[src/ssq_pkg.sv]
/*
 * shared constants and types for the slow-clock supply sequencer.
 * assumes all logic runs on the always-on slow domain clock.
 */
package ssq_pkg;
    localparam logic [7:0] SSQ_KEY_VALUE = 8'ha5;
    localparam int SSQ_RC_SETTLE_CYC = 5;
    localparam int SSQ_XTAL_START_CYC = 16;
    localparam int SSQ_CNT_W = 12;
    localparam int SSQ_SMP_32 = 32;
    localparam int SSQ_SMP_256 = 256;
    localparam int SSQ_SMP_2048 = 2048;
    localparam logic [2:0] SSQ_SMPL_OFF = 3'h0;
    localparam logic [2:0] SSQ_SMPL_CONT = 3'h1;
    localparam logic [2:0] SSQ_SMPL_32 = 3'h2;
    localparam logic [2:0] SSQ_SMPL_256 = 3'h3;
    localparam logic [3:0] SSQ_THRESH_RST = 4'h0;
    localparam logic [2:0] SSQ_SMPL_RST = 3'h0;
    typedef enum logic [2:0] {
        SSQ_PWR_SETTLE = 3'b000,
        SSQ_PWR_REG_ON = 3'b001,
        SSQ_PWR_RUN = 3'b011
    } ssq_pwr_t;
    typedef enum logic [2:0] {
        SSQ_CK_RC = 3'b000,
        SSQ_CK_PINS = 3'b001,
        SSQ_CK_WAIT = 3'b011,
        SSQ_CK_SWAP = 3'b010,
        SSQ_CK_XTAL = 3'b110
    } ssq_ck_t;
endpackage

[src/ssq_clk_if.sv]
/*
 * carrier between the sequencer and its glitch-free clock switch.
 * assumes both ends share the slow domain clock and reset.
 */
`timescale 1ns/1ps
interface ssq_clk_if;
    logic sel_xtal;
    logic rc_clk;
    logic xtal_clk;
    logic clk_out;
    logic on_xtal;
    modport seq (output sel_xtal, output rc_clk, output xtal_clk, input clk_out, input on_xtal);
    modport sw (input sel_xtal, input rc_clk, input xtal_clk, output clk_out, output on_xtal);
endinterface

[src/ssq_clk_switch.sv]
/*
 * glitch-free two-source selector for the slow clock output.
 * assumes both source levels are sampled on sys_clk_i and change slower.
 */
`timescale 1ns/1ps
module ssq_clk_switch (
    input wire logic sys_clk_i,
    input wire logic rst_b_i,
    ssq_clk_if.sw cif
);
    logic rc_en_r;
    logic xt_en_r;
    logic out_r;
    logic on_xtal_r;
    // a source is dropped only while its level is low, so no pulse is cut short
    always_ff @(posedge sys_clk_i or negedge rst_b_i) begin
        if (!rst_b_i) begin
            rc_en_r <= 1'b1;
            xt_en_r <= 1'b0;
        end else begin
            if (cif.sel_xtal && rc_en_r && !cif.rc_clk) begin
                rc_en_r <= 1'b0;
            end else if (cif.sel_xtal && !rc_en_r && !xt_en_r && !cif.xtal_clk) begin
                xt_en_r <= 1'b1;
            end
        end
    end
    always_ff @(posedge sys_clk_i or negedge rst_b_i) begin
        if (!rst_b_i) begin
            out_r <= 1'b0;
            on_xtal_r <= 1'b0;
        end else begin
            out_r <= (rc_en_r & cif.rc_clk) | (xt_en_r & cif.xtal_clk);
            on_xtal_r <= xt_en_r;
        end
    end
    assign cif.clk_out = out_r;
    assign cif.on_xtal = on_xtal_r;
endmodule

[src/ssq_top.sv]
/*
 * supply sequencer of the always-on slow domain: power-up, clock source
 * changeover, duty-cycled supply monitor and core reset generation.
 * assumes sys_clk_i is the slow clock and rst_b_i comes from the
 * zero-power power-on cell; oscillator clocks are sampled as plain levels.
 */
//
// Contract
// - hold all supply-control logic in reset while the power-on cell is low.
// - count 5 slow cycles after power-on release before enabling regulator.
// - release core reset after core voltage good for one cycle post enable.
// - at power-up only RC oscillator enabled and selected; crystal off.
// - keyed crystal command: route pins, enable crystal, wait, switch, RC off.
// - source changeover produces no glitch or truncated pulse.
// - set clock source flag only when crystal switch sequence has finished.
// - no way back to RC once crystal selected, except supply power-down.
// - drive monitor threshold from the monitor threshold field.
// - enable monitor one cycle of 32, 256, 2048, or continuously.
// - update live monitor level at each measurement or every cycle.
// - sticky detect flag set on detection, cleared by status read.
// - raise interrupt while detect flag set and irq enable high.
// - monitor detection with reset enable asserts core reset at once.
// - keep monitor reset asserted until supply reported valid again.
// - with enable and regulator on, reset when core voltage lost over one cycle.
// - core voltage reset lasts a cycle minimum and while voltage stays low.
// - set core reset flag on a core-voltage-loss reset.
// - write protect blocks control, monitor mode and supply mode writes.
// - control writes act only with key 0xa5; others discarded entirely.
`timescale 1ns/1ps
module ssq_top #(
    parameter int RC_SETTLE_CYC = ssq_pkg::SSQ_RC_SETTLE_CYC,
    parameter int XTAL_START_CYC = ssq_pkg::SSQ_XTAL_START_CYC
) (
    input wire logic sys_clk_i,
    input wire logic rst_b_i,
    input wire logic ctrl_wr_i,
    input wire logic [7:0] ctrl_key_i,
    input wire logic crystal_select_cmd_i,
    input wire logic mon_mode_wr_i,
    input wire logic [3:0] monitor_threshold_i,
    input wire logic [2:0] monitor_sample_rate_i,
    input wire logic monitor_reset_enable_i,
    input wire logic monitor_irq_enable_i,
    input wire logic supply_mode_wr_i,
    input wire logic osc_bypass_enable_i,
    input wire logic core_por_reset_enable_i,
    input wire logic write_protect_enable_i,
    input wire logic status_rd_i,
    input wire logic core_voltage_ok_i,
    input wire logic monitor_detect_i,
    input wire logic rc_clk_i,
    input wire logic xtal_clk_i,
    output logic slow_clock_out_o,
    output logic rc_osc_en_o,
    output logic xtal_osc_en_o,
    output logic xtal_bypass_o,
    output logic xtal_pins_route_o,
    output logic regulator_en_o,
    output logic core_reset_n_o,
    output logic monitor_en_o,
    output logic [3:0] monitor_threshold_o,
    output logic [2:0] monitor_sample_rate_o,
    output logic monitor_reset_enable_o,
    output logic monitor_irq_enable_o,
    output logic osc_bypass_enable_o,
    output logic core_por_reset_enable_o,
    output logic clock_source_flag_o,
    output logic monitor_live_level_o,
    output logic monitor_detect_flag_o,
    output logic core_por_reset_flag_o,
    output logic irq_o
);
    import ssq_pkg::*;

    ssq_clk_if cif();
    ssq_clk_switch u_sw (
        .sys_clk_i(sys_clk_i),
        .rst_b_i(rst_b_i),
        .cif(cif)
    );

    ssq_pwr_t pwr_r;
    ssq_ck_t ck_r;
    logic [SSQ_CNT_W-1:0] pwr_cnt_r;
    logic [SSQ_CNT_W-1:0] ck_cnt_r;
    logic [SSQ_CNT_W-1:0] smp_cnt_r;
    logic [3:0] thr_r;
    logic [2:0] smpl_r;
    logic mrst_en_r;
    logic mirq_en_r;
    logic bypass_r;
    logic bod_en_r;
    logic smp_slot_r;
    logic live_r;
    logic det_flag_r;
    logic bod_flag_r;
    logic irq_r;
    logic mon_rst_r;
    logic bod_lost_r;
    logic bod_rst_r;
    logic core_rst_n_r;
    logic wr_ok;
    logic xtal_go;
    logic meas;
    logic mon_hit;
    logic bod_hit;
    logic [SSQ_CNT_W-1:0] smp_period;

    // every register below resets from the power-on cell
    assign wr_ok = !write_protect_enable_i;
    assign xtal_go = ctrl_wr_i && wr_ok && (ctrl_key_i == SSQ_KEY_VALUE)
                     && crystal_select_cmd_i;

    always_ff @(posedge sys_clk_i or negedge rst_b_i) begin
        if (!rst_b_i) begin
            thr_r <= SSQ_THRESH_RST;
            smpl_r <= SSQ_SMPL_RST;
            mrst_en_r <= 1'b0;
            mirq_en_r <= 1'b0;
        end else if (mon_mode_wr_i && wr_ok) begin
            thr_r <= monitor_threshold_i;
            smpl_r <= monitor_sample_rate_i;
            mrst_en_r <= monitor_reset_enable_i;
            mirq_en_r <= monitor_irq_enable_i;
        end
    end

    // bypass is frozen once the crystal sequence has begun
    always_ff @(posedge sys_clk_i or negedge rst_b_i) begin
        if (!rst_b_i) begin
            bypass_r <= 1'b0;
            bod_en_r <= 1'b0;
        end else if (supply_mode_wr_i && wr_ok) begin
            if (ck_r == SSQ_CK_RC) begin
                bypass_r <= osc_bypass_enable_i;
            end
            bod_en_r <= core_por_reset_enable_i;
        end
    end

    // power-up: settle the rc oscillator, then run the regulator
    always_ff @(posedge sys_clk_i or negedge rst_b_i) begin
        if (!rst_b_i) begin
            pwr_r <= SSQ_PWR_SETTLE;
            pwr_cnt_r <= '0;
        end else begin
            case (pwr_r)
                SSQ_PWR_SETTLE: begin
                    if (pwr_cnt_r == SSQ_CNT_W'(RC_SETTLE_CYC - 1)) begin
                        pwr_r <= SSQ_PWR_REG_ON;
                    end else begin
                        pwr_cnt_r <= pwr_cnt_r + 1'b1;
                    end
                end
                SSQ_PWR_REG_ON: begin
                    if (core_voltage_ok_i) begin
                        pwr_r <= SSQ_PWR_RUN;
                    end
                end
                default: begin
                    pwr_r <= SSQ_PWR_RUN;
                end
            endcase
        end
    end

    // crystal changeover; the xtal state has no exit
    always_ff @(posedge sys_clk_i or negedge rst_b_i) begin
        if (!rst_b_i) begin
            ck_r <= SSQ_CK_RC;
            ck_cnt_r <= '0;
        end else begin
            case (ck_r)
                SSQ_CK_RC: begin
                    if (xtal_go) begin
                        ck_r <= SSQ_CK_PINS;
                    end
                end
                SSQ_CK_PINS: begin
                    ck_r <= SSQ_CK_WAIT;
                    ck_cnt_r <= '0;
                end
                SSQ_CK_WAIT: begin
                    if (ck_cnt_r == SSQ_CNT_W'(XTAL_START_CYC - 1)) begin
                        ck_r <= SSQ_CK_SWAP;
                    end else begin
                        ck_cnt_r <= ck_cnt_r + 1'b1;
                    end
                end
                SSQ_CK_SWAP: begin
                    if (cif.on_xtal) begin
                        ck_r <= SSQ_CK_XTAL;
                    end
                end
                default: begin
                    ck_r <= SSQ_CK_XTAL;
                end
            endcase
        end
    end

    assign cif.sel_xtal = (ck_r == SSQ_CK_SWAP) || (ck_r == SSQ_CK_XTAL);
    assign cif.rc_clk = rc_clk_i;
    assign cif.xtal_clk = xtal_clk_i;

    always_ff @(posedge sys_clk_i or negedge rst_b_i) begin
        if (!rst_b_i) begin
            rc_osc_en_o <= 1'b1;
            xtal_osc_en_o <= 1'b0;
            xtal_pins_route_o <= 1'b0;
            clock_source_flag_o <= 1'b0;
            regulator_en_o <= 1'b0;
            slow_clock_out_o <= 1'b0;
        end else begin
            xtal_pins_route_o <= (ck_r != SSQ_CK_RC);
            xtal_osc_en_o <= (ck_r != SSQ_CK_RC) && (ck_r != SSQ_CK_PINS);
            rc_osc_en_o <= (ck_r != SSQ_CK_XTAL);
            clock_source_flag_o <= (ck_r == SSQ_CK_XTAL);
            regulator_en_o <= (pwr_r != SSQ_PWR_SETTLE);
            slow_clock_out_o <= cif.clk_out;
        end
    end

    always_comb begin
        if (smpl_r == SSQ_SMPL_32) begin
            smp_period = SSQ_CNT_W'(SSQ_SMP_32 - 1);
        end else if (smpl_r == SSQ_SMPL_256) begin
            smp_period = SSQ_CNT_W'(SSQ_SMP_256 - 1);
        end else begin
            smp_period = SSQ_CNT_W'(SSQ_SMP_2048 - 1);
        end
    end

    // codes from 4 up take the 2048 period; off leaves the monitor idle
    always_ff @(posedge sys_clk_i or negedge rst_b_i) begin
        if (!rst_b_i) begin
            smp_cnt_r <= '0;
            smp_slot_r <= 1'b0;
        end else begin
            if (smp_cnt_r >= smp_period) begin
                smp_cnt_r <= '0;
            end else begin
                smp_cnt_r <= smp_cnt_r + 1'b1;
            end
            smp_slot_r <= (smpl_r == SSQ_SMPL_CONT)
                          || ((smpl_r != SSQ_SMPL_OFF) && (smp_cnt_r >= smp_period));
        end
    end

    assign meas = smp_slot_r;
    assign mon_hit = meas && monitor_detect_i;
    assign bod_hit = bod_en_r && (pwr_r == SSQ_PWR_RUN) && !core_voltage_ok_i && bod_lost_r;

    always_ff @(posedge sys_clk_i or negedge rst_b_i) begin
        if (!rst_b_i) begin
            live_r <= 1'b0;
            det_flag_r <= 1'b0;
            bod_flag_r <= 1'b0;
            irq_r <= 1'b0;
        end else begin
            if (meas) begin
                live_r <= monitor_detect_i;
            end
            // a detection in the read cycle survives the clear
            if (mon_hit) begin
                det_flag_r <= 1'b1;
            end else if (status_rd_i) begin
                det_flag_r <= 1'b0;
            end
            if (bod_hit) begin
                bod_flag_r <= 1'b1;
            end
            irq_r <= (det_flag_r || mon_hit) && mirq_en_r;
        end
    end

    // core reset sources; each holds until its own supply recovers
    always_ff @(posedge sys_clk_i or negedge rst_b_i) begin
        if (!rst_b_i) begin
            mon_rst_r <= 1'b0;
            bod_lost_r <= 1'b0;
            bod_rst_r <= 1'b0;
            core_rst_n_r <= 1'b0;
        end else begin
            if (mrst_en_r && mon_hit) begin
                mon_rst_r <= 1'b1;
            end else if (meas && !monitor_detect_i) begin
                mon_rst_r <= 1'b0;
            end
            bod_lost_r <= !core_voltage_ok_i && (pwr_r == SSQ_PWR_RUN);
            if (bod_hit) begin
                bod_rst_r <= 1'b1;
            end else if (core_voltage_ok_i) begin
                bod_rst_r <= 1'b0;
            end
            // power-up release only; later core loss resets only through the enabled path
            core_rst_n_r <= core_rst_n_r || ((pwr_r == SSQ_PWR_RUN) && core_voltage_ok_i);
        end
    end

    always_ff @(posedge sys_clk_i or negedge rst_b_i) begin
        if (!rst_b_i) begin
            core_reset_n_o <= 1'b0;
        end else begin
            core_reset_n_o <= core_rst_n_r && !(mrst_en_r && mon_hit)
                              && !mon_rst_r && !bod_rst_r && !bod_hit;
        end
    end

    always_ff @(posedge sys_clk_i or negedge rst_b_i) begin
        if (!rst_b_i) begin
            monitor_en_o <= 1'b0;
            monitor_threshold_o <= SSQ_THRESH_RST;
            monitor_sample_rate_o <= SSQ_SMPL_RST;
            monitor_reset_enable_o <= 1'b0;
            monitor_irq_enable_o <= 1'b0;
            osc_bypass_enable_o <= 1'b0;
            xtal_bypass_o <= 1'b0;
            core_por_reset_enable_o <= 1'b0;
            monitor_live_level_o <= 1'b0;
            monitor_detect_flag_o <= 1'b0;
            core_por_reset_flag_o <= 1'b0;
            irq_o <= 1'b0;
        end else begin
            monitor_en_o <= (smpl_r == SSQ_SMPL_CONT)
                            || ((smpl_r != SSQ_SMPL_OFF) && (smp_cnt_r >= smp_period));
            monitor_threshold_o <= thr_r;
            monitor_sample_rate_o <= smpl_r;
            monitor_reset_enable_o <= mrst_en_r;
            monitor_irq_enable_o <= mirq_en_r;
            osc_bypass_enable_o <= bypass_r;
            xtal_bypass_o <= bypass_r && (ck_r != SSQ_CK_RC);
            core_por_reset_enable_o <= bod_en_r;
            monitor_live_level_o <= live_r;
            monitor_detect_flag_o <= det_flag_r;
            core_por_reset_flag_o <= bod_flag_r;
            irq_o <= irq_r;
        end
    end
endmodule

[config.mk]
export PLATFORM = sky130hd
export DESIGN_NAME = ssq_top
export DESIGN_NICKNAME = d
export VERILOG_FILES = /design/src/ssq_pkg.sv /design/src/ssq_clk_if.sv /design/src/ssq_clk_switch.sv /design/src/ssq_top.sv
export SDC_FILE = /design/constraint.sdc
export NUM_CORES = 1
export LEC_CHECK = 0
export BUFFER_PORTS_ARGS = -buffer_cell sky130_fd_sc_hd__buf_2
export CORE_MARGIN = 4
export CORE_UTILIZATION = 50
export DETAILED_ROUTE_END_ITERATION = 7
export GPL_TIMING_DRIVEN = 0
export PLACE_DENSITY = 0.71
export SYNTH_ARGS = -nofsm -noshare
export SYNTH_HDL_FRONTEND = slang
export SYNTH_SLANG_ARGS = --single-unit
export TNS_END_PERCENT = 1
[constraint.sdc]
create_clock -name sys_clk_i -period 2.5 [get_ports sys_clk_i]
set_input_delay 0.125 -clock sys_clk_i [delete_from_list [all_inputs] [get_ports sys_clk_i]]
set_output_delay 0.125 -clock sys_clk_i [all_outputs]
set_load 0.03 [all_outputs]
==> results.txt <==
reg2reg path depth -> 6
Die Y -> 93.2 um
Worst-path clk slew -> 0.09 ns
crit path launch type -> register
Yosys warnings -> 0
Hold Crit Depth -> 2
Initial Utilization -> 0.525
fin crit period -> 1.98 ns
Arrival @ worst endpoint -> 2.22 ns
post-CTS sizing -> 0
max-slew violation count -> 0
Reg-to-Reg Start -> smpl_r[2]
clk root buf -> clkbuf_8
Core Area -> 6910 um2
Lkg Pwr -> 2.01 nW
CTS tree -> done
Slew headroom -> 0.670
status -> completed
GRT overflow -> 0
reg2reg end -> smp_cnt_r[11]
period utilization -> 0.794
first-pass GRT wire length -> 11700 um
number of post-CTS setup repair buffers -> 0
worst-skew pair later-pin latency -> 0.36 ns
Fmax -> 504 MHz
fill count -> 569
Tightest Hold Check Type -> in2reg
deepest clock path buffer count -> 2
count of different cell masters after synthesis -> 54
vias in the first global route -> 2568
EDFF count, synth -> 0
Worst VDD drop -> 0.465 mV
I/O Buffers -> 54
TritonCTS Sinks -> 88
WHS -> 0.00628 ns
Worst Path Required -> 2.74 ns
routability cong. -> 0.861
worst setup path endpoint -> smp_cnt_r[11]
# IOs -> 55
Final Instance Count excl. Fillers -> 491
Placed Cells -> 462
via count -> 2537
Setup WS post-layout -> 0.515 ns
Cell Pwr Density -> 671 nW/um2
All-Layer GR Usage -> 0.172
Area contributors post-synth -> dfrtp_1 59%, xnor2_1 3.9%, mux2_2 3.7%, nor2_1 2.8%, nand3_1 2.6%
Slew @ Worst Pin -> 0.495 ns
FF+latch count, synth -> 88
max cap viols -> 0
DIE AREA -> 8680 um2
number of CTS-inserted buffers -> 9
placed cell area -> 4050 um2
Cells after Synth -> 311
cell area after layout -> 4380 um2
Die Wd -> 93.2 um
WL/cell -> 13.7 um
DRC -> 0
unrepaired setup endpoints after global routing -> false
reg2reg setup slack -> 0.52 ns
dominant cell type by area after synthesis -> dfrtp_1
mean post-synth cell area -> 11.7 um2
syn nets -> 349
async set or reset register ratio after synthesis -> 1.00
drt first pass iters -> 4
crit end category -> register
sequential cell area fraction in the yosys report -> 0.608
hold path startpoint -> core_por_reset_enable_i
area occupied by multi-input gates -> 1330 um2
Starting DRT DRC Count -> 114
layout cells sized above 1 -> 0.253
Core Util, Final -> 0.634
Mapped Area -> 3630 um2
FF/Latch Area -> 2200 um2
Placement Rows -> 30
Area growth syn-to-layout -> 20.6%
H-tree depth -> 3
Total Power -> 2.93 mW
antenna violations before repair -> 0
DRT Wirelength -> 6740 um
ant diodes -> 0
Vias per Instance -> 5.17
Setup crit start -> smpl_r[2]
crit path kind -> reg2reg
largest net degree at the start of global routing -> 62
# hold bufs at CTS -> 13
top fanout value on the critical path -> 6
pre-CTS setup slack -> 0.536 ns
Clock Skew -> 0.00918 ns
Final Hold Vio Count -> 0
setup TNS -> 0 ns
Final HPWL DP -> 4690 um
count of final setup violators -> 0
post-synth top area share -> 0.593
nets -> 428
Final ANT Viol Nets -> 0
Main synth FF type -> dfrtp_1
-- layer usage --
layer  up-vias  global-route usage  wire length, um
met5         -                   0                0
met4         0              0.0720              132
met3        12              0.0410              359
met2        62               0.278             3190
met1      1218               0.222             3060
li1       1245                   -                -
-- state kept, by name (all words and copies together), names as in the netlist, 2 cells and up --
name and count:
ck_cnt_r 12, pwr_cnt_r 12, smp_cnt_r 12, monitor_threshold_o 4
thr_r 4, ck_r 3, monitor_sample_rate_o 3, smpl_r 3
pwr_r 2
-- cells in the mapped netlist, drive strengths merged, types with 3 or more instances --
cell type and n:
dfrtp 86, nor2 28, nand2 23, nand3 20
inv 17, xnor2 16, mux2 12, nor3 10
a21oi 8, ha 7, nand4 7, o21ai 7
a21o 5, xor2 5, and3 4, nor2b 4
or2 4, or4 4, buf 3, clkbuf 3
nand2b 3, nand4b 3, nor4 3, nor4b 3
o211ai 3, or3 3
-- report_power, final --
| part | internal [mW] | total [mW] | switching (mW) |
|---|---|---|---|
| combinational | 0.134 | 0.345 | 0.211 |
| clock | 0.488 | 0.982 | 0.494 |
| sequential | 1.54 | 1.61 | 0.0714 |
| total | 2.16 | 2.93 | 0.776 |
-- cell usage in the layout, fill, tap and decap left out, drive strengths merged, types with 12 or more instances in the layout --
cell type	netlist	final
nand2	23	23
inv	17	17
dfrtp	86	86
mux2	12	12
nand3	20	20
nor2	28	28
dlygate4sd3	0	13
clkbuf	3	14
buf	3	58
xnor2	16	16
-- worst min-delay path by stage --
stage	endpoint	slack [ns]
6_report	bod_en_r	0.006
2_1_floorplan	bod_en_r	-0.17
3_3_place_gp	det_flag_r	0.30
5_1_grt	u_sw.rc_en_r	0.008
3_5_place_dp	pwr_cnt_r[9]	0.06
4_1_cts	u_sw.rc_en_r	0.002
-- cell families (layout without fill, tap and decap cells) --
| family | count (synthesis) | count (layout) | synth area share |
|---|---|---|---|
| fa+ha+maj | 7 | 7 | 0.0241 |
| mux | 12 | 12 | 0.0373 |
| buf+inv | 23 | 107 | 0.0255 |
| simple gates | 124 | 124 | 0.186 |
| flops | 88 | 88 | 0.608 |
| xor+xnor | 21 | 21 | 0.0507 |
| compound gates | 36 | 36 | 0.0687 |
-- critical path, stage by stage (launching register included) --
cell	delay [ns]
dfrtp_1	0.44
nor2b_1	0.24
ha_1	0.31
nand3_1	0.10
a21oi_1	0.05
a221o_2	0.42
nor4b_1	0.31
-- cell type report --
| cell class | instances | area share |
|---|---|---|
| Clock inverter | 5 | 0.0129 |
| Buffer | 6 | 0.00658 |
| Multi-Input combinational cell | 200 | 0.304 |
| Timing Repair Buffer | 68 | 0.0984 |
| Sequential cell | 88 | 0.504 |
| Inverter | 17 | 0.0146 |
| Clock buffer | 11 | 0.0323 |
| Tap cell | 96 | 0.0275 |
Power figures use the tool's default switching activity.
